--- config.mk ---
export PLATFORM = sky130hd
export DESIGN_NAME = fan_temp_monitor
export DESIGN_NICKNAME = d
export VERILOG_FILES = /design/src/rtl/fan_temp_pkg.sv /design/src/rtl/fan_tach_counter.sv /design/src/rtl/fan_temp_monitor.sv
export SDC_FILE = /design/constraint.sdc
export NUM_CORES = 1
export LEC_CHECK = 0
export ABC_AREA = 0
export BUFFER_PORTS_ARGS = -buffer_cell sky130_fd_sc_hd__buf_2
export CAP_MARGIN = 10
export CELL_PAD_IN_SITES_DETAIL_PLACEMENT = 1
export CELL_PAD_IN_SITES_GLOBAL_PLACEMENT = 1
export CORE_MARGIN = 2
export CORE_UTILIZATION = 53
export DETAILED_ROUTE_END_ITERATION = 10
export MAX_ROUTING_LAYER = met4
export PLACE_DENSITY = 0.81
export SETUP_SLACK_MARGIN = 0.1
export SLEW_MARGIN = 0
export SYNTH_ARGS = -nofsm -noshare
export SYNTH_HDL_FRONTEND = slang
export SYNTH_SLANG_ARGS = --single-unit
export TNS_END_PERCENT = 10
--- constraint.sdc ---
create_clock -name clk -period 10.65 [get_ports clk]
set_input_delay 0.5325 -clock clk [delete_from_list [all_inputs] [get_ports clk]]
set_output_delay 0.5325 -clock clk [all_outputs]
set_load 0.02 [all_outputs]
--- src/rtl/fan_temp_pkg.sv ---
// Purpose: shared constants and types for the fan and temperature monitor
// Assumes: 50 MHz system clock, 8-bit register port
// Notes: register offsets and reset values live here only
package fan_temp_pkg;
	// Clock and reference time base
	localparam int CLK_HZ = 50_000_000;
	localparam int CLK_NS = 20;
	localparam int REF_HZ = 22_500;
	localparam int REF_CYCLES = CLK_HZ / REF_HZ;
	// Divisor 1 counts at twice the reference rate, so the base tick is half a period
	localparam int BASE_TICK_CYCLES = REF_CYCLES / 2;
	// Tach glitch filter: input must hold this long before it is believed
	localparam int FILT_NS = 2_000;
	localparam int FILT_CYCLES = (FILT_NS + CLK_NS - 1) / CLK_NS;
	// Monitoring loop period
	localparam int LOOP_MS = 1_000;
	localparam int LOOP_CYCLES = (CLK_HZ / 1_000) * LOOP_MS;
	localparam int NUM_FANS = 3;
	// Register offsets
	localparam logic [7:0] ADDR_TEMP = 8'h00;
	localparam logic [7:0] ADDR_OVERTEMP = 8'h01;
	localparam logic [7:0] ADDR_HYST = 8'h02;
	localparam logic [7:0] ADDR_FAN0 = 8'h03;
	localparam logic [7:0] ADDR_FANDIV = 8'h06;
	localparam logic [7:0] ADDR_STATUS = 8'h07;
	localparam logic [7:0] ADDR_MASK = 8'h08;
	localparam logic [7:0] ADDR_CTRL = 8'h09;
	// Reset values
	localparam logic [7:0] OVERTEMP_RST = 8'h50;
	localparam logic [7:0] HYST_RST = 8'h4B;
	localparam logic [7:0] TEMP_RST = 8'h00;
	localparam logic [7:0] FAN_RST = 8'hFF;
	localparam logic [3:0] FANDIV_RST = 4'h5;
	localparam logic [3:0] STATUS_RST = 4'h0;
	localparam logic [3:0] MASK_RST = 4'h0;
	localparam logic CTRL_START_RST = 1'b0;
	// Field positions and codes
	localparam int FANDIV0_LSB = 0;
	localparam int FANDIV1_LSB = 2;
	localparam int CTRL_START_BIT = 0;
	localparam int STAT_TEMP_BIT = 0;
	localparam int STAT_FAN0_BIT = 1;
	localparam logic [1:0] DIV_FIXED_CODE = 2'h1;
	localparam logic [7:0] FAN_FULL_SCALE = 8'hFF;
	localparam logic [7:0] COMPARATOR_HYST = 8'h7F;
	// Monitoring loop sequencer
	typedef enum logic [2:0] {
		LOOP_IDLE = 3'b000,
		LOOP_TEMP = 3'b001,
		LOOP_ANALOG = 3'b010,
		LOOP_FAN = 3'b011,
		LOOP_WAIT = 3'b100
	} loop_state_t;
	// Fan measurement phases
	typedef enum logic [1:0] {
		FAN_IDLE = 2'b00,
		FAN_ARM = 2'b01,
		FAN_COUNT = 2'b10
	} fan_state_t;
endpackage : fan_temp_pkg

--- src/rtl/fan_tach_counter.sv ---
// Purpose: one tachometer channel: filter, edge detect, gated period count
// Assumes: tachIn is asynchronous and may have slow, noisy edges
// Notes: a missing or stalled tach yields full scale rather than hanging
`timescale 1ns/1ns
module fan_tach_counter (
	// Clock and reset
	input wire logic clk,
	input wire logic sys_rst,
	// Control
	input wire logic fanStart,
	input wire logic [1:0] divCode,
	// Tachometer pin
	input wire logic tachIn,
	// Result
	output logic fanDone,
	output logic [7:0] fanCount
);
	fan_temp_pkg::fan_state_t state_r;
	logic syncA_r;
	logic syncB_r;
	logic filt_r;
	logic filtDly_r;
	logic [15:0] stableCnt_r;
	logic [15:0] tickCnt_r;
	logic [15:0] tickLimit;
	logic tick;
	logic rise;

	// RULE6 two-flop sync
	always_ff @(posedge clk or posedge sys_rst) begin
		if (sys_rst) begin
			syncA_r <= 1'b0;
			syncB_r <= 1'b0;
		end else begin
			syncA_r <= tachIn;
			syncB_r <= syncA_r;
		end
	end

	// RULE6 stability filter, slow edges may chatter
	always_ff @(posedge clk or posedge sys_rst) begin
		if (sys_rst) begin
			stableCnt_r <= 16'h0000;
			filt_r <= 1'b0;
			filtDly_r <= 1'b0;
		end else begin
			filtDly_r <= filt_r;
			if (syncB_r == filt_r) begin
				stableCnt_r <= 16'h0000;
			end else if (stableCnt_r == 16'(fan_temp_pkg::FILT_CYCLES - 1)) begin
				stableCnt_r <= 16'h0000;
				filt_r <= syncB_r;
			end else begin
				stableCnt_r <= stableCnt_r + 16'h0001;
			end
		end
	end

	assign rise = filt_r & ~filtDly_r;
	// RULE5 tick period scales with divisor
	assign tickLimit = 16'(fan_temp_pkg::BASE_TICK_CYCLES) << divCode;
	assign tick = (tickCnt_r == tickLimit - 16'h0001);

	// RULE1 reference tick generator, restarted per measurement
	always_ff @(posedge clk or posedge sys_rst) begin
		if (sys_rst) begin
			tickCnt_r <= 16'h0000;
		end else if (fanStart || tick) begin
			tickCnt_r <= 16'h0000;
		end else begin
			tickCnt_r <= tickCnt_r + 16'h0001;
		end
	end

	// RULE1 gate ticks for one tach period
	always_ff @(posedge clk or posedge sys_rst) begin
		if (sys_rst) begin
			state_r <= fan_temp_pkg::FAN_IDLE;
			fanCount <= fan_temp_pkg::FAN_FULL_SCALE;
			fanDone <= 1'b0;
		end else begin
			fanDone <= 1'b0;
			unique case (state_r)
				fan_temp_pkg::FAN_IDLE: begin
					if (fanStart) begin
						// RULE18 restart from zero
						fanCount <= 8'h00;
						state_r <= fan_temp_pkg::FAN_ARM;
					end
				end
				fan_temp_pkg::FAN_ARM: begin
					if (rise) begin
						fanCount <= 8'h00;
						state_r <= fan_temp_pkg::FAN_COUNT;
					end else if (tick && fanCount == fan_temp_pkg::FAN_FULL_SCALE) begin
						// RULE2 no edge at all
						fanDone <= 1'b1;
						state_r <= fan_temp_pkg::FAN_IDLE;
					end else if (tick) begin
						fanCount <= fanCount + 8'h01;
					end
				end
				fan_temp_pkg::FAN_COUNT: begin
					if (rise) begin
						fanDone <= 1'b1;
						state_r <= fan_temp_pkg::FAN_IDLE;
					end else if (tick && fanCount == fan_temp_pkg::FAN_FULL_SCALE) begin
						// RULE2 saturate at 255
						fanDone <= 1'b1;
						state_r <= fan_temp_pkg::FAN_IDLE;
					end else if (tick) begin
						fanCount <= fanCount + 8'h01;
					end
				end
				default: begin
					state_r <= fan_temp_pkg::FAN_IDLE;
				end
			endcase
		end
	end
endmodule : fan_tach_counter

--- src/rtl/fan_temp_monitor.sv ---
// Purpose: monitoring loop, fan speed readout, temperature limit interrupts
// Assumes: temperature converter and analog channels answer by done pulses
// Notes: registers are 8 bits on a simple strobe port, read data one cycle later
`timescale 1ns/1ns

//
// Contract
// RULE1 - Per fan, count 22.5 kHz reference during one tach period in 8 bits.
// RULE2 - Fan count saturates at 255; slow or stopped fan reads full scale.
// RULE3 - Fan divisors 1, 2, 4 or 8 supported; 2 after reset.
// RULE4 - Only fans one and two programmable; fan three fixed at divisor 2.
// RULE5 - Count equals 1.35 million over RPM times divisor, two pulses per rev.
// RULE6 - Fan inputs synchronised and filtered so slow edges give no false counts.
// RULE7 - Temperatures are 8-bit two's complement, one degree per count.
// RULE8 - Each conversion compares reading against overtemp and hysteresis setpoints.
// RULE9 - Interrupt mode: above overtemp sets latched interrupt until status read.
// RULE10 - After clearing, next interrupt only when reading drops below hysteresis.
// RULE11 - Hysteresis setpoint of 127 selects comparator mode.
// RULE12 - Comparator mode: status read clears; next cycle sets again if still over.
// RULE13 - Comparator mode: below overtemp stops reasserting within two cycles.
// RULE14 - Reading and both setpoints readable; only setpoints writable.
// RULE15 - Temperature interrupt cleared only by reading the status register.
// RULE16 - Loop: temperature, analog, three fans, in order, about once per second.
// RULE17 - Status read returns contents then clears until loop sets again.
// RULE18 - Fan count restarts each measurement; reading updates only on completion.
module fan_temp_monitor #(
	parameter int LOOP_CYCLES = fan_temp_pkg::LOOP_CYCLES
) (
	// Clock and reset
	input wire logic clk,
	input wire logic sys_rst,
	// Register port
	input wire logic [7:0] regAddr,
	input wire logic [7:0] regWrData,
	input wire logic regWr,
	input wire logic regRd,
	output logic [7:0] regRdData,
	// Temperature converter
	output logic tempReq,
	input wire logic tempDone,
	input wire logic [7:0] tempData,
	// Analog channel sweep
	output logic analogReq,
	input wire logic analogDone,
	// Fan tachometers
	input wire logic [2:0] tachIn,
	// Interrupt
	output logic irq
);
	// Loop sequencer; the period counter spans a full second at the system clock
	fan_temp_pkg::loop_state_t state_r;
	logic [31:0] loopCnt_r;
	logic [1:0] fanIdx_r;
	logic loopEnd;

	// Host-visible registers and the interrupt-mode direction flag
	logic [7:0] temp_r;
	logic [7:0] overtemp_setpoint_r;
	logic [7:0] hysteresis_setpoint_r;
	logic [3:0] fanDiv_r;
	logic [3:0] status_r;
	logic [3:0] mask_r;
	logic startEn_r;
	logic [7:0] fanVal_r [fan_temp_pkg::NUM_FANS];
	logic tripped_r;

	// Per-fan start, done and result wiring; entry i is fan i + 1
	logic [2:0] fanStart_r;
	logic [2:0] fanDone;
	logic [7:0] fanCount [fan_temp_pkg::NUM_FANS];
	logic [1:0] divCode [fan_temp_pkg::NUM_FANS];

	// Compare terms and status events, all settled within the cycle
	logic statusRead;
	logic tempOver;
	logic tempUnder;
	logic comparatorMode;
	logic tempEvent;
	logic [3:0] statusSet;

	// Loop period counter; frees the one-second spacing from conversion latency
	assign loopEnd = (loopCnt_r >= 32'(LOOP_CYCLES - 1));

	// Cleared while idle so the first loop after start runs a full period
	// RULE16 loop period timer
	always_ff @(posedge clk or posedge sys_rst) begin
		if (sys_rst) begin
			loopCnt_r <= 32'h0000_0000;
		end else if (state_r == fan_temp_pkg::LOOP_IDLE || (state_r == fan_temp_pkg::LOOP_WAIT && loopEnd)) begin
			loopCnt_r <= 32'h0000_0000;
		end else begin
			loopCnt_r <= loopCnt_r + 32'h0000_0001;
		end
	end

	// RULE16 round-robin sequencer
	always_ff @(posedge clk or posedge sys_rst) begin
		if (sys_rst) begin
			state_r <= fan_temp_pkg::LOOP_IDLE;
			fanIdx_r <= 2'h0;
			tempReq <= 1'b0;
			analogReq <= 1'b0;
			fanStart_r <= 3'h0;
		end else begin
			tempReq <= 1'b0;
			analogReq <= 1'b0;
			fanStart_r <= 3'h0;
			unique case (state_r)
				fan_temp_pkg::LOOP_IDLE: begin
					// Start is only looked at here and at the loop boundary
					if (startEn_r) begin
						tempReq <= 1'b1;
						state_r <= fan_temp_pkg::LOOP_TEMP;
					end
				end
				fan_temp_pkg::LOOP_TEMP: begin
					// Reading, compare and status all land on this same edge
					if (tempDone) begin
						analogReq <= 1'b1;
						state_r <= fan_temp_pkg::LOOP_ANALOG;
					end
				end
				fan_temp_pkg::LOOP_ANALOG: begin
					// Done pulses outside their wait state are simply ignored
					if (analogDone) begin
						fanIdx_r <= 2'h0;
						fanStart_r <= 3'h1;
						state_r <= fan_temp_pkg::LOOP_FAN;
					end
				end
				fan_temp_pkg::LOOP_FAN: begin
					// One fan at a time, in channel order
					if (fanDone[fanIdx_r]) begin
						// Fan three done closes the measuring part of the loop
						if (fanIdx_r == 2'(fan_temp_pkg::NUM_FANS - 1)) begin
							state_r <= fan_temp_pkg::LOOP_WAIT;
						end else begin
							fanIdx_r <= fanIdx_r + 2'h1;
							// Start pulse restarts the next channel's tick phase
							fanStart_r <= 3'h1 << (fanIdx_r + 2'h1);
						end
					end
				end
				fan_temp_pkg::LOOP_WAIT: begin
					// Stopping only takes effect at the loop boundary
					// A loop that overran its period starts again at once
					if (loopEnd) begin
						if (startEn_r) begin
							tempReq <= 1'b1;
							state_r <= fan_temp_pkg::LOOP_TEMP;
						end else begin
							state_r <= fan_temp_pkg::LOOP_IDLE;
						end
					end
				end
				default: begin
					// Unused codes fall back to idle
					state_r <= fan_temp_pkg::LOOP_IDLE;
				end
			endcase
		end
	end

	// RULE3 programmable fan divisors
	assign divCode[0] = fanDiv_r[fan_temp_pkg::FANDIV0_LSB +: 2];
	assign divCode[1] = fanDiv_r[fan_temp_pkg::FANDIV1_LSB +: 2];
	// RULE4 fan three divisor fixed
	assign divCode[2] = fan_temp_pkg::DIV_FIXED_CODE;

	// One counter per tach input
	generate
		for (genvar i = 0; i < fan_temp_pkg::NUM_FANS; i++) begin : g_fan
			// Each channel filters its own pin; no pin is shared
			fan_tach_counter u_fan (
				.clk(clk),
				.sys_rst(sys_rst),
				.fanStart(fanStart_r[i]),
				.divCode(divCode[i]),
				.tachIn(tachIn[i]),
				.fanDone(fanDone[i]),
				.fanCount(fanCount[i])
			);

			// A stalled measurement still ends in a done pulse, so this never freezes
			// RULE18 store only on completion
			always_ff @(posedge clk or posedge sys_rst) begin
				if (sys_rst) begin
					fanVal_r[i] <= fan_temp_pkg::FAN_RST;
				end else if (fanDone[i]) begin
					fanVal_r[i] <= fanCount[i];
				end
			end
		end
	endgenerate

	// Compares use the live converter byte, valid only with its done pulse
	// RULE7 signed one-degree compares
	assign tempOver = $signed(tempData) > $signed(overtemp_setpoint_r);
	assign tempUnder = $signed(tempData) < $signed(hysteresis_setpoint_r);
	// RULE11 comparator mode select
	assign comparatorMode = (hysteresis_setpoint_r == fan_temp_pkg::COMPARATOR_HYST);

	// RULE8 compare on each conversion
	always_comb begin
		tempEvent = 1'b0;
		// Only the done pulse of a requested conversion counts
		if (state_r == fan_temp_pkg::LOOP_TEMP && tempDone) begin
			if (comparatorMode) begin
				// RULE12 RULE13 set only while over
				tempEvent = tempOver;
			end else if (!tripped_r) begin
				// RULE9 crossing above overtemp
				tempEvent = tempOver;
			end else begin
				// RULE10 re-arm below hysteresis after clear
				tempEvent = tempUnder && !status_r[fan_temp_pkg::STAT_TEMP_BIT];
			end
		end
	end

	// Interrupt-mode direction: waiting for high crossing or for low crossing
	// Comparator mode forgets the direction, so leaving it starts on a high crossing
	always_ff @(posedge clk or posedge sys_rst) begin
		if (sys_rst) begin
			tripped_r <= 1'b0;
		end else if (comparatorMode) begin
			tripped_r <= 1'b0;
		end else if (tempEvent) begin
			tripped_r <= ~tripped_r;
		end
	end

	// Held between conversions; host reads never disturb it
	// RULE7 latest temperature reading
	always_ff @(posedge clk or posedge sys_rst) begin
		if (sys_rst) begin
			temp_r <= fan_temp_pkg::TEMP_RST;
		end else if (state_r == fan_temp_pkg::LOOP_TEMP && tempDone) begin
			temp_r <= tempData;
		end
	end

	// Status events: temperature and fans that completed at full scale
	always_comb begin
		statusSet = 4'h0;
		statusSet[fan_temp_pkg::STAT_TEMP_BIT] = tempEvent;
		for (int i = 0; i < fan_temp_pkg::NUM_FANS; i++) begin
			statusSet[fan_temp_pkg::STAT_FAN0_BIT + i] = fanDone[i] && fanCount[i] == fan_temp_pkg::FAN_FULL_SCALE;
		end
	end

	// RULE17 clearing read strobe
	assign statusRead = regRd && regAddr == fan_temp_pkg::ADDR_STATUS;

	// RULE15 RULE17 read clears, set wins
	always_ff @(posedge clk or posedge sys_rst) begin
		if (sys_rst) begin
			status_r <= fan_temp_pkg::STATUS_RST;
		end else if (statusRead) begin
			// An event in the read cycle survives the clear
			status_r <= statusSet;
		end else begin
			status_r <= status_r | statusSet;
		end
	end

	// RULE14 only setpoints and controls writable
	always_ff @(posedge clk or posedge sys_rst) begin
		if (sys_rst) begin
			overtemp_setpoint_r <= fan_temp_pkg::OVERTEMP_RST;
			hysteresis_setpoint_r <= fan_temp_pkg::HYST_RST;
		end else if (regWr) begin
			// Reading and status have no write path at all
			if (regAddr == fan_temp_pkg::ADDR_OVERTEMP) begin
				overtemp_setpoint_r <= regWrData;
			end
			if (regAddr == fan_temp_pkg::ADDR_HYST) begin
				hysteresis_setpoint_r <= regWrData;
			end
		end
	end

	// RULE3 divisor codes, default divide by two
	always_ff @(posedge clk or posedge sys_rst) begin
		if (sys_rst) begin
			fanDiv_r <= fan_temp_pkg::FANDIV_RST;
		end else if (regWr && regAddr == fan_temp_pkg::ADDR_FANDIV) begin
			// Upper nibble is not stored and reads as zero
			fanDiv_r <= regWrData[3:0];
		end
	end

	// Mask and start control
	always_ff @(posedge clk or posedge sys_rst) begin
		if (sys_rst) begin
			mask_r <= fan_temp_pkg::MASK_RST;
			startEn_r <= fan_temp_pkg::CTRL_START_RST;
		end else if (regWr) begin
			if (regAddr == fan_temp_pkg::ADDR_MASK) begin
				mask_r <= regWrData[3:0];
			end
			if (regAddr == fan_temp_pkg::ADDR_CTRL) begin
				// Clearing start lets the current loop finish first
				startEn_r <= regWrData[fan_temp_pkg::CTRL_START_BIT];
			end
		end
	end

	// RULE14 read mux, unmapped reads as zero
	always_ff @(posedge clk or posedge sys_rst) begin
		if (sys_rst) begin
			regRdData <= 8'h00;
		end else if (regRd) begin
			unique case (regAddr)
				fan_temp_pkg::ADDR_TEMP: regRdData <= temp_r;
				fan_temp_pkg::ADDR_OVERTEMP: regRdData <= overtemp_setpoint_r;
				fan_temp_pkg::ADDR_HYST: regRdData <= hysteresis_setpoint_r;
				// Fan readings hold the last completed measurement
				fan_temp_pkg::ADDR_FAN0: regRdData <= fanVal_r[0];
				fan_temp_pkg::ADDR_FAN0 + 8'h01: regRdData <= fanVal_r[1];
				fan_temp_pkg::ADDR_FAN0 + 8'h02: regRdData <= fanVal_r[2];
				fan_temp_pkg::ADDR_FANDIV: regRdData <= {4'h0, fanDiv_r};
				// Status is returned as it stood before this read clears it
				fan_temp_pkg::ADDR_STATUS: regRdData <= {4'h0, status_r};
				fan_temp_pkg::ADDR_MASK: regRdData <= {4'h0, mask_r};
				fan_temp_pkg::ADDR_CTRL: regRdData <= {7'h00, startEn_r};
				default: regRdData <= 8'h00;
			endcase
		end else begin
			// Bus idles at zero so a stale byte never passes for an answer
			regRdData <= 8'h00;
		end
	end

	// Masked status bits still latch and can be polled
	// Level interrupt; registered so it drops two cycles after a clearing read strobe
	always_ff @(posedge clk or posedge sys_rst) begin
		if (sys_rst) begin
			irq <= 1'b0;
		end else begin
			irq <= |(status_r & mask_r);
		end
	end
endmodule : fan_temp_monitor

==> results of run 1 <==
## state kept, by name (all words and copies together), names as in the netlist, 6 cells and up
name / flops
g_fan.u_fan.stableCnt_r: 48
g_fan.u_fan.tickCnt_r: 48
loopCnt_r: 32
fanVal_r: 24
g_fan.u_fan.fanCount: 24
hysteresis_setpoint_r: 8
overtemp_setpoint_r: 8
regRdData: 8
temp_r: 8
g_fan.u_fan.state_r: 6
## power groups by stage
stage / Clock, mW / Sequential, mW / Combinational, mW
after floorplan: 0 / 1.00 / 0.0672
after global placement: 0 / 1.01 / 0.0973
after detailed placement: 0 / 1.01 / 0.101
after CTS: 1.08 / 0.992 / 0.103
after global routing: 1.12 / 0.993 / 0.115
final: 1.06 / 0.992 / 0.102
## cells by family after synthesis
logic type | count (synthesis) | synth area share (%)
simple gates | 605 | 22.7
fa+ha+maj | 58 | 5.45
buf+inv | 87 | 2.49
compound gates | 154 | 7.48
mux | 51 | 4.90
xor+xnor | 133 | 8.74
flops | 254 | 48.2
## synthesized netlist by cell type, types with 5 or more instances
| library cell | instances | share of area (%) |
|---|---|---|
| a22oi_1 | 6 | 0.34 |
| nor4_1 | 21 | 0.99 |
| or4_1 | 11 | 0.62 |
| o211ai_1 | 9 | 0.51 |
| and3_1 | 41 | 1.9 |
| and4_1 | 5 | 0.33 |
| xnor2_1 | 47 | 3.1 |
| and2_1 | 13 | 0.61 |
| nor4b_1 | 7 | 0.46 |
| o21ai_0 | 53 | 2.0 |
| o21a_1 | 5 | 0.28 |
| dfstp_2 | 56 | 11 |
| a21oi_1 | 31 | 1.2 |
| mux4_2 | 8 | 1.4 |
| clkbuf_1 | 29 | 0.82 |
| a21o_1 | 5 | 0.28 |
| xor2_1 | 86 | 5.7 |
| ha_1 | 58 | 5.4 |
| inv_1 | 51 | 1.4 |
| nor2b_1 | 19 | 0.89 |
| dfrtp_1 | 198 | 37 |
| nor3_1 | 27 | 1.0 |
| mux2i_1 | 9 | 0.68 |
| nand3_1 | 66 | 2.5 |
| nand4_1 | 33 | 1.5 |
| nand2b_1 | 13 | 0.61 |
| or3_1 | 10 | 0.47 |
| a22o_1 | 5 | 0.33 |
| nand2_1 | 136 | 3.8 |
| nor3b_1 | 9 | 0.51 |
| nor2_1 | 172 | 4.8 |
| mux2_2 | 34 | 2.9 |
## stage by stage
step                hold slack (ps)  cells
finish                         92.7   1737
global placement                335   1685
global route                   74.3   1737
CTS                            75.1   1737
floorplan                       331   1342
detailed placement              342   1685
## layout make-up
| class | count | area share, % |
|---|---|---|
| multi-input combinational | 1001 | 44.2 |
| sequential | 254 | 43.2 |
| clock buffer | 30 | 4.97 |
| tap | 330 | 2.78 |
| clock inverter | 22 | 1.83 |
| timing repair buffer | 48 | 1.70 |
| inverter | 52 | 1.36 |
## worst max path at each step
stage | startpoint | endpoint | slack, ps | cells past startpoint
final | fanDiv_r[0] | g_fan[0].u_fan.tickCnt_r[4] | 7350 | 8
after global routing | fanDiv_r[0] | g_fan[0].u_fan.tickCnt_r[3] | 7100 | 8
after CTS | fanDiv_r[0] | g_fan[0].u_fan.tickCnt_r[8] | 7360 | 8
after detailed placement | fanDiv_r[0] | g_fan[0].u_fan.tickCnt_r[9] | 7500 | 8
after global placement | fanDiv_r[0] | g_fan[0].u_fan.tickCnt_r[4] | 7600 | 8
after floorplan | sys_rst | analogReq | 3230 | 1
## worst max-delay path, delay by kind of cell, from the launching register on
family / cells / cell delay, ps
AOI/OAI and AO/OA: 1 / 290
adders and majority gates: 1 / 310
buffers and inverters: 1 / 140
DFF: 1 / 620
and+or+nand+nor: 5 / 1770
## layout by cell type, fill, tap and decap left out, types with 6 or more instances in the layout
cell type / netlist / final
xor2_1: 86 / 86
clkinv_2: 0 / 10
xnor2_1: 47 / 47
nor2b_1: 19 / 19
nand2b_1: 13 / 13
dfrtp_1: 198 / 198
nand3_1: 66 / 66
o21ai_0: 53 / 53
ha_1: 58 / 58
a21oi_1: 31 / 31
mux4_2: 8 / 8
nor2_1: 172 / 172
mux2_2: 34 / 34
a22oi_1: 6 / 6
nor3b_1: 9 / 8
nand2_1: 136 / 136
buf_2: 4 / 43
mux2i_1: 9 / 9
dfstp_2: 56 / 56
bufinv_16: 0 / 6
and2_1: 13 / 13
inv_1: 51 / 50
and3_1: 41 / 41
o211ai_1: 9 / 9
or3_1: 10 / 10
clkbuf_16: 0 / 29
nor4b_1: 7 / 7
nand4_1: 33 / 33
or4_1: 11 / 11
nor4_1: 21 / 21
nor3_1: 27 / 27
## layer usage
metal  GRT usage (%)  part of all wire, %  vias up
met4            8.09                  3.1        0
li1                -                    -     4758
met5               -                    0        -
met1            34.5                   44     5109
met3            3.18                  3.4       83
met2            44.8                   49      171
==> flow_results.org, run 1 <==
** Synth
- Count of mapped cells out of synthesis :: 1342
- Synthesis inferred 254 register bits.
- Post-synth design cell area :: 0.0133 mm2
- Yosys printed 0 warnings.
- Ys async rst share :: 100%
- Sequential elements use 48.2% of the synthesized area.
- For this run, the leading register cell type out of synthesis is dfrtp_1.
- Each instance of the synthesized netlist takes up on average 9.93 um2.
- When the netlist entered floorplanning its net count stood at 1433.
- After synthesis, the netlist uses 66 different library cells.
- The synthesized design contains 0 enable-type register cells.

** CTS
- Count of hold-fix buffers inserted at cts :: 0
- TritonCTS built the clock tree.
- Maximum buffer depth of the clock tree :: 3
- The root buffer cell chosen for the clock tree is clkbuf_16.
- H-Tree Level Count :: 1
- Num CTS Buffers :: 28
- For this design, the sink count on the clock tree is 254.
- At the later pin of the worst-skew pair, clock insertion delay measures 550 ps.
- After clock tree synthesis, the repair step resized 0 gates.
- Clock-pin slew was measured on the worst setup and hold paths at 60 ps.
- Buffers inserted during post-CTS setup optimization :: 0

** Timing
- The worst path needs 3300 ps of the cycle, external delays included.
- Worst path setup slack after routing :: 7350 ps
- Worst Skew :: 9.81 ps
- In this run the tightest slew margin relative to its limit is 38.3%.
- At the pin with the least slew margin, the transition time is 926 ps.
- Final Hold Vio Count :: 0
- Sum Neg Setup Slack :: 0 ps
- Setup violations remaining at the end of the flow were counted as 0.
- Maximum achievable frequency :: 303 MHz
- Fraction of the cycle the final worst path needs :: 30.9%
- Total count of max-transition violations in the final report :: 0
- Setup repair after global routing left no endpoint under its margin.

** Detailed routing
- Before antenna repair, the detailed router went through 5 iterations.
- In this run, the number of DRC markers left after iteration 0 of detailed routing was 608.
- Once detail routing completed, the nets flagged for antenna violations numbered 0.
- After detailed routing, the average wire length per cell comes to 19.4 um.
- Via total after detailed routing :: 10100
- In the routed layout, each cell is associated on average with a via count of 5.83.
- For this block, the routed nets add up to 33700 um of wire.
- After detailed routing, the number of remaining DRC violations is 0.

** Worst setup path
- Of all nets on the critical path, the largest fanout is 15.
- The startpoint identified for the worst register-to-register timing path is fanDiv_r[0].
- Data on the critical path arrives at its endpoint at 3700 ps.
- The worst register-to-register path ends at g_fan[0].u_fan.tickCnt_r[4].
- Highest-delay cell along the critical path :: dfstp_2
- The signal on the critical path passes through inv_1, ha_1, nand4b_1, or4_1, nand4_1, o211ai_1, nand2b_1, nor2_1.
- STA classifies the critical path endpoint as a register.
- For flop-to-flop paths, the worst setup slack is 7350 ps.
- On the worst path, the slowest cell contributes a delay of 620 ps.
- Start-to-end type of the worst setup path :: reg2reg
- At the worst endpoint, the required time is 11050 ps.
- Measured in cells, the most critical reg-to-reg path has a length of 8.
- STA classifies the critical path startpoint as a register.

** Finish
- Across the whole layout, storage elements account for 0.00643 mm2.
- Final core utilization :: 59.6%
- Summed area of non-filler cells in the final layout :: 0.0149 mm2
- Total area of multi-input combinational cells :: 0.00657 mm2
- The repair_antennas step left the layout with diodes totalling 0.
- Compared with the post-synthesis result, the final layout area differs by 11.7%.
- Fraction of final layout cells with drive strength greater than 1 :: 14.8%
- After filler insertion, the fill cell instance count of the layout stands at 2780.
- The final layout contains 1476 nets.

** Min path
- Type of the most critical hold path :: in2reg
- Counting instances, the worst hold path has a depth of 1.
- For hold timing, the worst endpoint is g_fan[0].u_fan.syncA_r.
- The worst hold path begins at tachIn[0].

** Power and ir drop
- Power spent charging and discharging nets :: 0.495 mW
- Areal power density over the cells :: 145 mW/mm2
- Max rail drop VDD :: 0.000114 V
- Leakage power summed over all cells :: 6.67 nW
- Sequential cells burn 46.0% of the power.
- Cell internal pwr :: 1.66 mW
- The share of total power dissipated in the clock network is 49.3%.
- Summing internal, switching and leakage power gives 2.16 mW.
- Combinational logic is responsible for 4.7% of the overall power.
- Sw frac :: 23.0%

** Placement
- Summing all placed instances gives a cell area of 0.0139 mm2.
- Post-detail-place hpwl :: 22500 um
- Routability-driven placement finished with a final weighted congestion of 0.870.
- Buffers placed on the I/O ports in this run total 43.
- Timing analysis after detailed placement gives a worst setup slack of 7500 ps.

** GRT
- The initial antenna violation count is 0.
- Entering global routing, the biggest net connects 110 pins.
- Global-route usage over all layers :: 26.8%
- The first global-routing pass estimated 55900 um of wire.
- After global routing the overflow that remains totals 0.
- The via count of the first global-routing pass was 10800.

** Floorplanning
- Row generation in the floorplan step produced 58 rows.
- During I/O placement, the number of pins put on the boundary was 44.
- Measured along the y axis, the die boundary spans 163 um.
- The floorplan step defined a die boundary enclosing 0.0264 mm2.
- Once the floorplan was initialized, standard cells occupied 53.4% of the core.
- In this run the standard cell core region covers 0.0250 mm2.
- Die width :: 163 um

** Job
- The tool flagged a number of max-cap violations equal to 0.

** Status
- The flow ran to the end, and the final reports show no timing, DRC or antenna violations.
Note: power is estimated with default switching activity, not from simulation.
==> run 2, diff against run 1 <==
--- a/config.mk
+++ b/config.mk
@@ -11,10 +11,10 @@
 export CELL_PAD_IN_SITES_DETAIL_PLACEMENT = 1
 export CELL_PAD_IN_SITES_GLOBAL_PLACEMENT = 1
 export CORE_MARGIN = 2
-export CORE_UTILIZATION = 53
+export CORE_UTILIZATION = 45
 export DETAILED_ROUTE_END_ITERATION = 10
 export MAX_ROUTING_LAYER = met4
-export PLACE_DENSITY = 0.81
+export PLACE_DENSITY = 0.73
 export SETUP_SLACK_MARGIN = 0.1
 export SLEW_MARGIN = 0
 export SYNTH_ARGS = -nofsm -noshare
==> constraint.sdc (replaced) <==
create_clock -name clk -period 2.9 [get_ports clk]
set_input_delay 0.145 -clock clk [delete_from_list [all_inputs] [get_ports clk]]
set_output_delay 0.145 -clock clk [all_outputs]
set_load 0.02 [all_outputs]
==> run 2 against run 1 <==
Net effect: register-to-register slack worse by 7200 ps; critical path depth unchanged; fmax increased by 19%.
==> flow_results.org, run 2 (synthesis gave the netlist of run 1 again) <==
** Finish
- Fraction of final layout cells with drive strength greater than 1 :: 16.9% (+2.1 points)
- The library cell used most frequently in the layout, excluding fill and tap cells, is dfrtp_1.
- Largest registers :: g_fan.u_fan.stableCnt_r (48), g_fan.u_fan.tickCnt_r (48), loopCnt_r (32)
- Post-layout net count :: 1530 (+3.7%)
- N_diodes :: 0 (unchanged)
- Layout-stage area growth over the synthesis result :: 16.5%
- Highest-count cells in the layout ignoring fill and taps :: dfrtp_1, nor2_1, nand2_1, xor2_1, nand3_1

** Detailed routing
- The met1 wire length is 15000 um (+0.44%).
- Detailed Route WL :: 32900 um (-2.4%)
- Routed met2 length :: 16100 um (-2.8%)
- The count of vias placed by the detailed router came to 10200 (+0.86%).
- Number of search-and-repair iterations in the first detailed-routing pass :: 4 (-1)
- The average wire length per cell after detail routing was 17.8 um (-8.1%).
- Routed signal wires occupy layers up through met4.
- Via density per instance :: 5.54 (-5.0%)
- Post-route DRC violation count :: 0 (unchanged)
- Detailed route wirelength on metal3 :: 935 um (-18%)
- The count of nets left with antenna violations after detail routing was 0 (unchanged).
- Initial DRC Count :: 531 (-13%)

** Job
- Max-cap violations :: 0 (unchanged)

** Floorplanning
- Core Area :: 0.0289 mm2 (+16%)
- The total die area came to 0.0310 mm2 (+17%).
- I/O Pins :: 44 (unchanged)
- FP Rows :: 62 (+6.9%)
- Die width :: 176 um (+8.3%)
- The effective utilization at floorplan came to 46.0% (-7.3 points).
- The vertical die dimension is 176 um (+8.3%).

** CTS
- The maximum root-to-sink buffer count was 3 (unchanged).
- H-Tree Level Count :: 1 (unchanged)
- Cell at the root of the clock tree :: clkbuf_16
- Clock edge transition at the registers on the reported setup and hold paths :: 60 ps (about the same)
- Clock latency on the worst-skew pair :: 560 ps (about the same)
- The count of clock tree sinks was 254 (unchanged).
- TritonCTS built the clock tree.
- The number of buffers inserted during clock tree synthesis came to 30 (+7.1%).

** Worst setup path
- The signal arrival time at the worst endpoint is 3280 ps (-420 ps).
- Worst path max stage delay :: 550 ps (-70 ps)
- STA classifies the critical path endpoint as a register.
- The number of cells traversed by the worst register-to-register path came to 8 (unchanged).
- The largest individual stage delay along the critical path comes from the cell dfstp_2.
- Levels on crit path :: 8 (unchanged)
- Endpoint required time on the critical path :: 3400 ps (-7650 ps)
- Largest delay share family, worst path :: simple AND/OR/NAND/NOR gates
- Crit path launch type :: register
- The highest net fanout along the worst path was 6 (-9).
- Worst Path Buf+Inv :: 1 (unchanged)
- By startpoint and endpoint, the worst setup path is classified as reg2reg.
- The signal on the critical path passes through clkinvlp_4, ha_1, nor4_1, or4bb_1, nand4_1, o211ai_1, or4_1, nand3_1.

** Timing
- The summed negative setup slack over all endpoints was 0 ps (unchanged).
- The shortest period the worst path allows is 2780 ps (-518 ps).
- The count of endpoints failing setup in the final report is 0 (unchanged).
- Setup repair after global routing could not meet its margin everywhere.
- Maximum achievable frequency :: 360 MHz (+19%)
- The final number of max-transition violations came to 0 (unchanged).
- Fin Hold WS :: 48.8 ps (-44.0 ps)
- Final Hold Vio Count :: 0 (unchanged)
- The worst slew margin relative to its limit is 42.3% (+4.0 points).
- Worst Skew :: 22.3 ps (+12.5 ps)
- Worst slew pin tran :: 857 ps (-68.1 ps)
- The fraction of the cycle the final worst path needs was 95.8% (+65 points).

** Placement
- The count of buffers from port buffering is 43 (unchanged).
- The routability-driven placement congestion ratio came to 0.837 (-3.8%).
- Post-detail-place hpwl :: 22800 um (+1.3%)

** Power and ir drop
- Areal power density over the cells :: 507 mW/mm2 (+250%)
- The worst voltage drop across the vdd grid came to 0.000426 V (+270%).
- Leakage power summed over all cells :: 6.92 nW (+3.8%)

** GRT
- Global-route usage over all layers :: 22.1% (-4.7 points)
- The global route total overflow came to 0 (unchanged).
- Largest net degree at the start of global routing :: 96 (-13%)
- The first-pass GRT wire length is 54700 um (-2.2%).
- Number of global-route vias before repair :: 10900 (+0.63%)
- Initial antenna violation count :: 0 (unchanged)

** Min path
- The number of instances on the worst hold path was 3 (+2).
- The worst hold path belongs to the class in2reg.

** Status
- Run status :: complete, no violations
run 2: worst register-to-register path, cell delays in order (launching register included):
cell and delay (ps):
dfstp_2 550, clkinvlp_4 170, ha_1 280, nor4_1 320, or4bb_1 520, nand4_1 140, o211ai_1 130, or4_1 490
nand3_1 100
run 2: cell type report:
class	instances	area (um2)
fill	3206	13400
multi-input combinational	1001	6660
sequential	254	6430
clock buffer	45	940
timing repair buffer	100	748
tap	384	480
inverter	52	205
clock inverter	8	70.1
run 2: path summary, 6_finish.rpt:
check | from | slack (ps) | to
max in group asynchronous | sys_rst | 1970 | g_fan[1].u_fan.fanCount[7]
hold reg to reg | g_fan[2].u_fan.syncA_r | 350 | g_fan[2].u_fan.syncB_r
min in group asynchronous | sys_rst | 130 | g_fan[2].u_fan.stableCnt_r[9]
setup / recovery | fanDiv_r[2] | 120 | g_fan[1].u_fan.fanCount[2]
hold / removal | regRd | 50 | regRdData[4]
setup reg to reg | fanDiv_r[2] | 120 | g_fan[1].u_fan.fanCount[2]
run 2: report_power, final:
group | internal (mW) | switching, mW | leakage (nW)
clock | 2.31 | 1.49 | 0.506
sequential | 3.60 | 0.0417 | 3.19
combinational | 0.170 | 0.265 | 3.22
run 2: timing repair:
| item | CTS | global route |
|---|---|---|
| endpoints found under the setup margin | 17 | 62 |
| gates resized for setup | 3 | 15 |
| setup buffers | 1 | 5 |
| hold buffers | 22 | 0 |
| endpoints found under the hold margin | 152 | 0 |
| pin swaps | 1 | 11 |
run 2: per-stage QoR:
step                      cells  total power, mW  worst slack, ps  util (%)  cell area [um2]
after global placement     1763             4.08              164      48.9            14200
final                      1844             7.88              122      53.7            15500
after global routing       1844             8.16            -82.4      53.7            15500
after detailed placement   1763             4.09              103      48.9            14200
after CTS                  1839             7.96              138      53.3            15400
after floorplan            1342             3.94             -543         -            13300
run 2: metal layers:
metal	vias to the layer above	global-route usage, %
met5	-	-
li1	4868	-
met3	64	2.80
met1	5157	28.4
met2	119	37.1
met4	0	5.92
==> run 3, diff against run 2 <==
--- a/config.mk
+++ b/config.mk
@@ -8,10 +8,8 @@
 export ABC_AREA = 0
 export BUFFER_PORTS_ARGS = -buffer_cell sky130_fd_sc_hd__buf_2
 export CAP_MARGIN = 10
-export CELL_PAD_IN_SITES_DETAIL_PLACEMENT = 1
-export CELL_PAD_IN_SITES_GLOBAL_PLACEMENT = 1
 export CORE_MARGIN = 2
-export CORE_UTILIZATION = 45
+export CORE_UTILIZATION = 57
 export DETAILED_ROUTE_END_ITERATION = 10
 export MAX_ROUTING_LAYER = met4
 export PLACE_DENSITY = 0.73
==> constraint.sdc (replaced) <==
create_clock -name clk -period 2.9 [get_ports clk]
set_input_delay 0 -clock clk [delete_from_list [all_inputs] [get_ports clk]]
set_output_delay 0 -clock clk [all_outputs]
set_load 0.02 [all_outputs]
==> run 3 against run 2 <==
Net effect: non-clock buffer count increased by 5; core utilization increased by 14 points; sequential cell count unchanged; global-route usage increased by 2.6 points; sequential share of layout area increased by 0.18 points; critical path type unchanged; critical endpoint is now g_fan[0].u_fan.fanCount[6].
==> flow_results.org, run 3 (synthesis gave the netlist of run 1 again) <==
** CTS
- Clock edge transition at the registers on the reported setup and hold paths :: 60 ps (about the same)
- The count of clock tree sinks came to 254 (unchanged).
- H-Tree Level Count :: 1 (unchanged)
- Maximum buffer depth of the clock tree :: 3 (unchanged)
- The source-to-sink clock delay at the later pin of the worst-skew pair came to 540 ps (-20 ps).
- TritonCTS clock tree :: built
- CTS placed an instance of clkbuf_16 at the clock tree root.
- Num CTS Buffers :: 28 (-6.7%)

** Detailed routing
- Drt wl/cell :: 16.2 um (-9.3%)
- Via total after detailed routing :: 10100 (-1.5%)
- The number of optimization iterations in the first detailed-route pass was 6 (+2).
- Initial DRC Count :: 786 (+48%)
- The number of design rule violations left after detail routing was 0 (unchanged).
- Via density per instance :: 5.66 (+2.3%)
- Residual antenna-violating net count after detailed routing :: 0 (unchanged)
- Detailed Route WL :: 28700 um (-13%)

** Timing
- The slew at the pin closest to its max-slew limit came to 885 ps (+27.2 ps).
- The summed negative setup slack over all endpoints was 0 ps (unchanged).
- Final critical-path required period :: 2820 ps (+37.4 ps)
- Total count of max-transition violations in the final report :: 0 (unchanged)
- The minimum hold slack came to 37.2 ps (-11.6 ps).
- The slack of the critical path was 84.6 ps (-37.4 ps).
- Worst Skew :: 11.6 ps (-10.8 ps)
- Maximum achievable frequency :: 355 MHz (-1.3%)
- Worst slew slack as a fraction of its limit :: 40.9% (-1.4 points)
- RSZ-0062 raised after global routing :: yes
- The number of hold violations in the final report is 0 (unchanged).
- The count of endpoints failing setup in the final report was 0 (unchanged).
- The fraction of the cycle the final worst path needs was 97.1% (+1.3 points).

** Finish
- Compared with the post-synthesis result, the final layout area differs by 16.0%.
- Post-layout instance count excluding filler cells :: 1777 (-3.6%)
- Total area of multi-input combinational cells :: 0.00664 mm2 (-0.21%)
- The fraction of layout instances using a drive strength above 1 came to 16.7% (-0.18 points).
- Sequential cell area :: 0.00643 mm2 (unchanged)
- Summed area of non-filler cells in the final layout :: 0.0155 mm2 (-0.43%)
- Final core utilization :: 67.9% (+14 points)
- The largest registers in the layout are g_fan.u_fan.stableCnt_r (48), g_fan.u_fan.tickCnt_r (48), loopCnt_r (32).
- The library cell used most frequently in the layout, excluding fill and tap cells, is dfrtp_1.
- Highest-count cells in the layout ignoring fill and taps :: dfrtp_1, nor2_1, nand2_1, xor2_1, nand3_1
- Number of fillers in the final layout :: 1716 (-46%)
- The final layout net count came to 1533 (+0.20%).
- N_diodes :: 0 (unchanged)

** Worst setup path
- Traced cell by cell, the critical path runs through inv_4, ha_4, or3b_1, or4_4, nand4_1, o211ai_1, or4_1, o221a_2.
- The worst setup path is captured at a register.
- Highest-delay cell along the critical path :: dfstp_2
- Arrival time worst endpoint :: 3280 ps (about the same)
- The worst setup path is of the reg2reg kind.
- Endpoint required time on the critical path :: 3370 ps (-30 ps)
- The worst setup path is launched from a register.
- Worst path max stage delay :: 600 ps (+50 ps)
- The highest net fanout along the worst path came to 6 (unchanged).

** Power and ir drop
- Total power draw :: 7.72 mW (-2.0%)
- Areal power density over the cells :: 499 mW/mm2 (-1.5%)
- The worst voltage drop across the vdd grid came to 0.000476 V (+12%).
- Leakage power summed over all cells :: 6.93 nW (+0.13%)

** Placement
- GP Congestion :: 0.895 (+6.8%)
- The placement-stage cell area came to 0.0140 mm2 (-0.84%).
- The total instance count after detailed placement was 1688 (-4.3%).
- The pre-CTS worst setup slack came to 9.81 ps (-93.6 ps).
- Post-detail-place hpwl :: 19700 um (-14%)
- The count of buffers from port buffering is 43 (unchanged).

** Floorplanning
- The vertical die dimension came to 157 um (-11%).
- I/O Pins :: 44 (unchanged)
- The total die area came to 0.0246 mm2 (-21%).
- The standard-cell row count was 55 (-11%).
- The effective utilization at floorplan came to 58.5% (+12 points).
- Core Area :: 0.0228 mm2 (-21%)
- Die width :: 157 um (-11%)

** GRT
- The via count of the first global-routing pass was 9977 (-8.3%).
- Largest net degree at the start of global routing :: 60 (-38%)
- The initial antenna violation count is 0 (unchanged).
- The first-pass GRT wire length came to 48500 um (-11%).
- Remaining Overflow, GRT :: 0 (unchanged)
- The global routing usage summed across all routing layers was 24.7% (+2.6 points).

** Job
- The max capacitance violation total came to 0 (unchanged).

** Min path
- The tightest min-delay check is of the in2reg type.

** Status
- Run status :: complete, no violations
==> run 3: where the power goes <==
part / switching (mW) / internal (mW)
clock: 1.42 / 2.23
sequential: 0.0419 / 3.60
combinational: 0.255 / 0.179
==> run 3: final timing paths <==
path,from,to,slack (ps),cells past startpoint
min in group asynchronous,sys_rst,g_fan[2].u_fan.stableCnt_r[8],190,3
setup / recovery,fanDiv_r[0],g_fan[0].u_fan.fanCount[6],80,8
hold / removal,tempDone,state_r[2],40,7
setup reg to reg,fanDiv_r[0],g_fan[0].u_fan.fanCount[6],80,8
max in group asynchronous,sys_rst,g_fan[0].u_fan.fanCount[4],1830,4
hold reg to reg,g_fan[0].u_fan.syncA_r,g_fan[0].u_fan.syncB_r,350,0
==> run 3: final cells by class <==
type	count	area share, %
Clock inverter	10	0.680
Multi-Input combinational cell	1001	43.0
Clock buffer	42	5.59
Tap cell	313	2.53
Sequential cell	254	41.6
Inverter	52	1.32
Timing Repair Buffer	105	5.33
==> run 3: worst max-delay path: cells and delay by family (launching register included) <==
family                     cells  cell delay [ps]
buffers and inverters          1               80
adders and majority gates      1              180
DFF                            1              600
and+or+nand+nor                4             1510
AOI/OAI and AO/OA              2              380
==> run 3: per-layer routing <==
| layer | vias to the layer above | global-route usage (%) | routed length, um |
|---|---|---|---|
| met5 | - | - | 0 |
| met4 | 0 | 6.47 | 696 |
| li1 | 4903 | - | - |
| met2 | 232 | 39.5 | 13700 |
| met1 | 4856 | 33.4 | 13100 |
| met3 | 68 | 3.44 | 1250 |
==> run 3: repair_timing <==
item	4_1_cts	5_1_grt
setup endpoints to repair	9	50
pin swaps	1	11
hold buffers	31	0
gates resized for setup	1	21
endpoints found under the hold margin	80	0
setup buffers	2	4
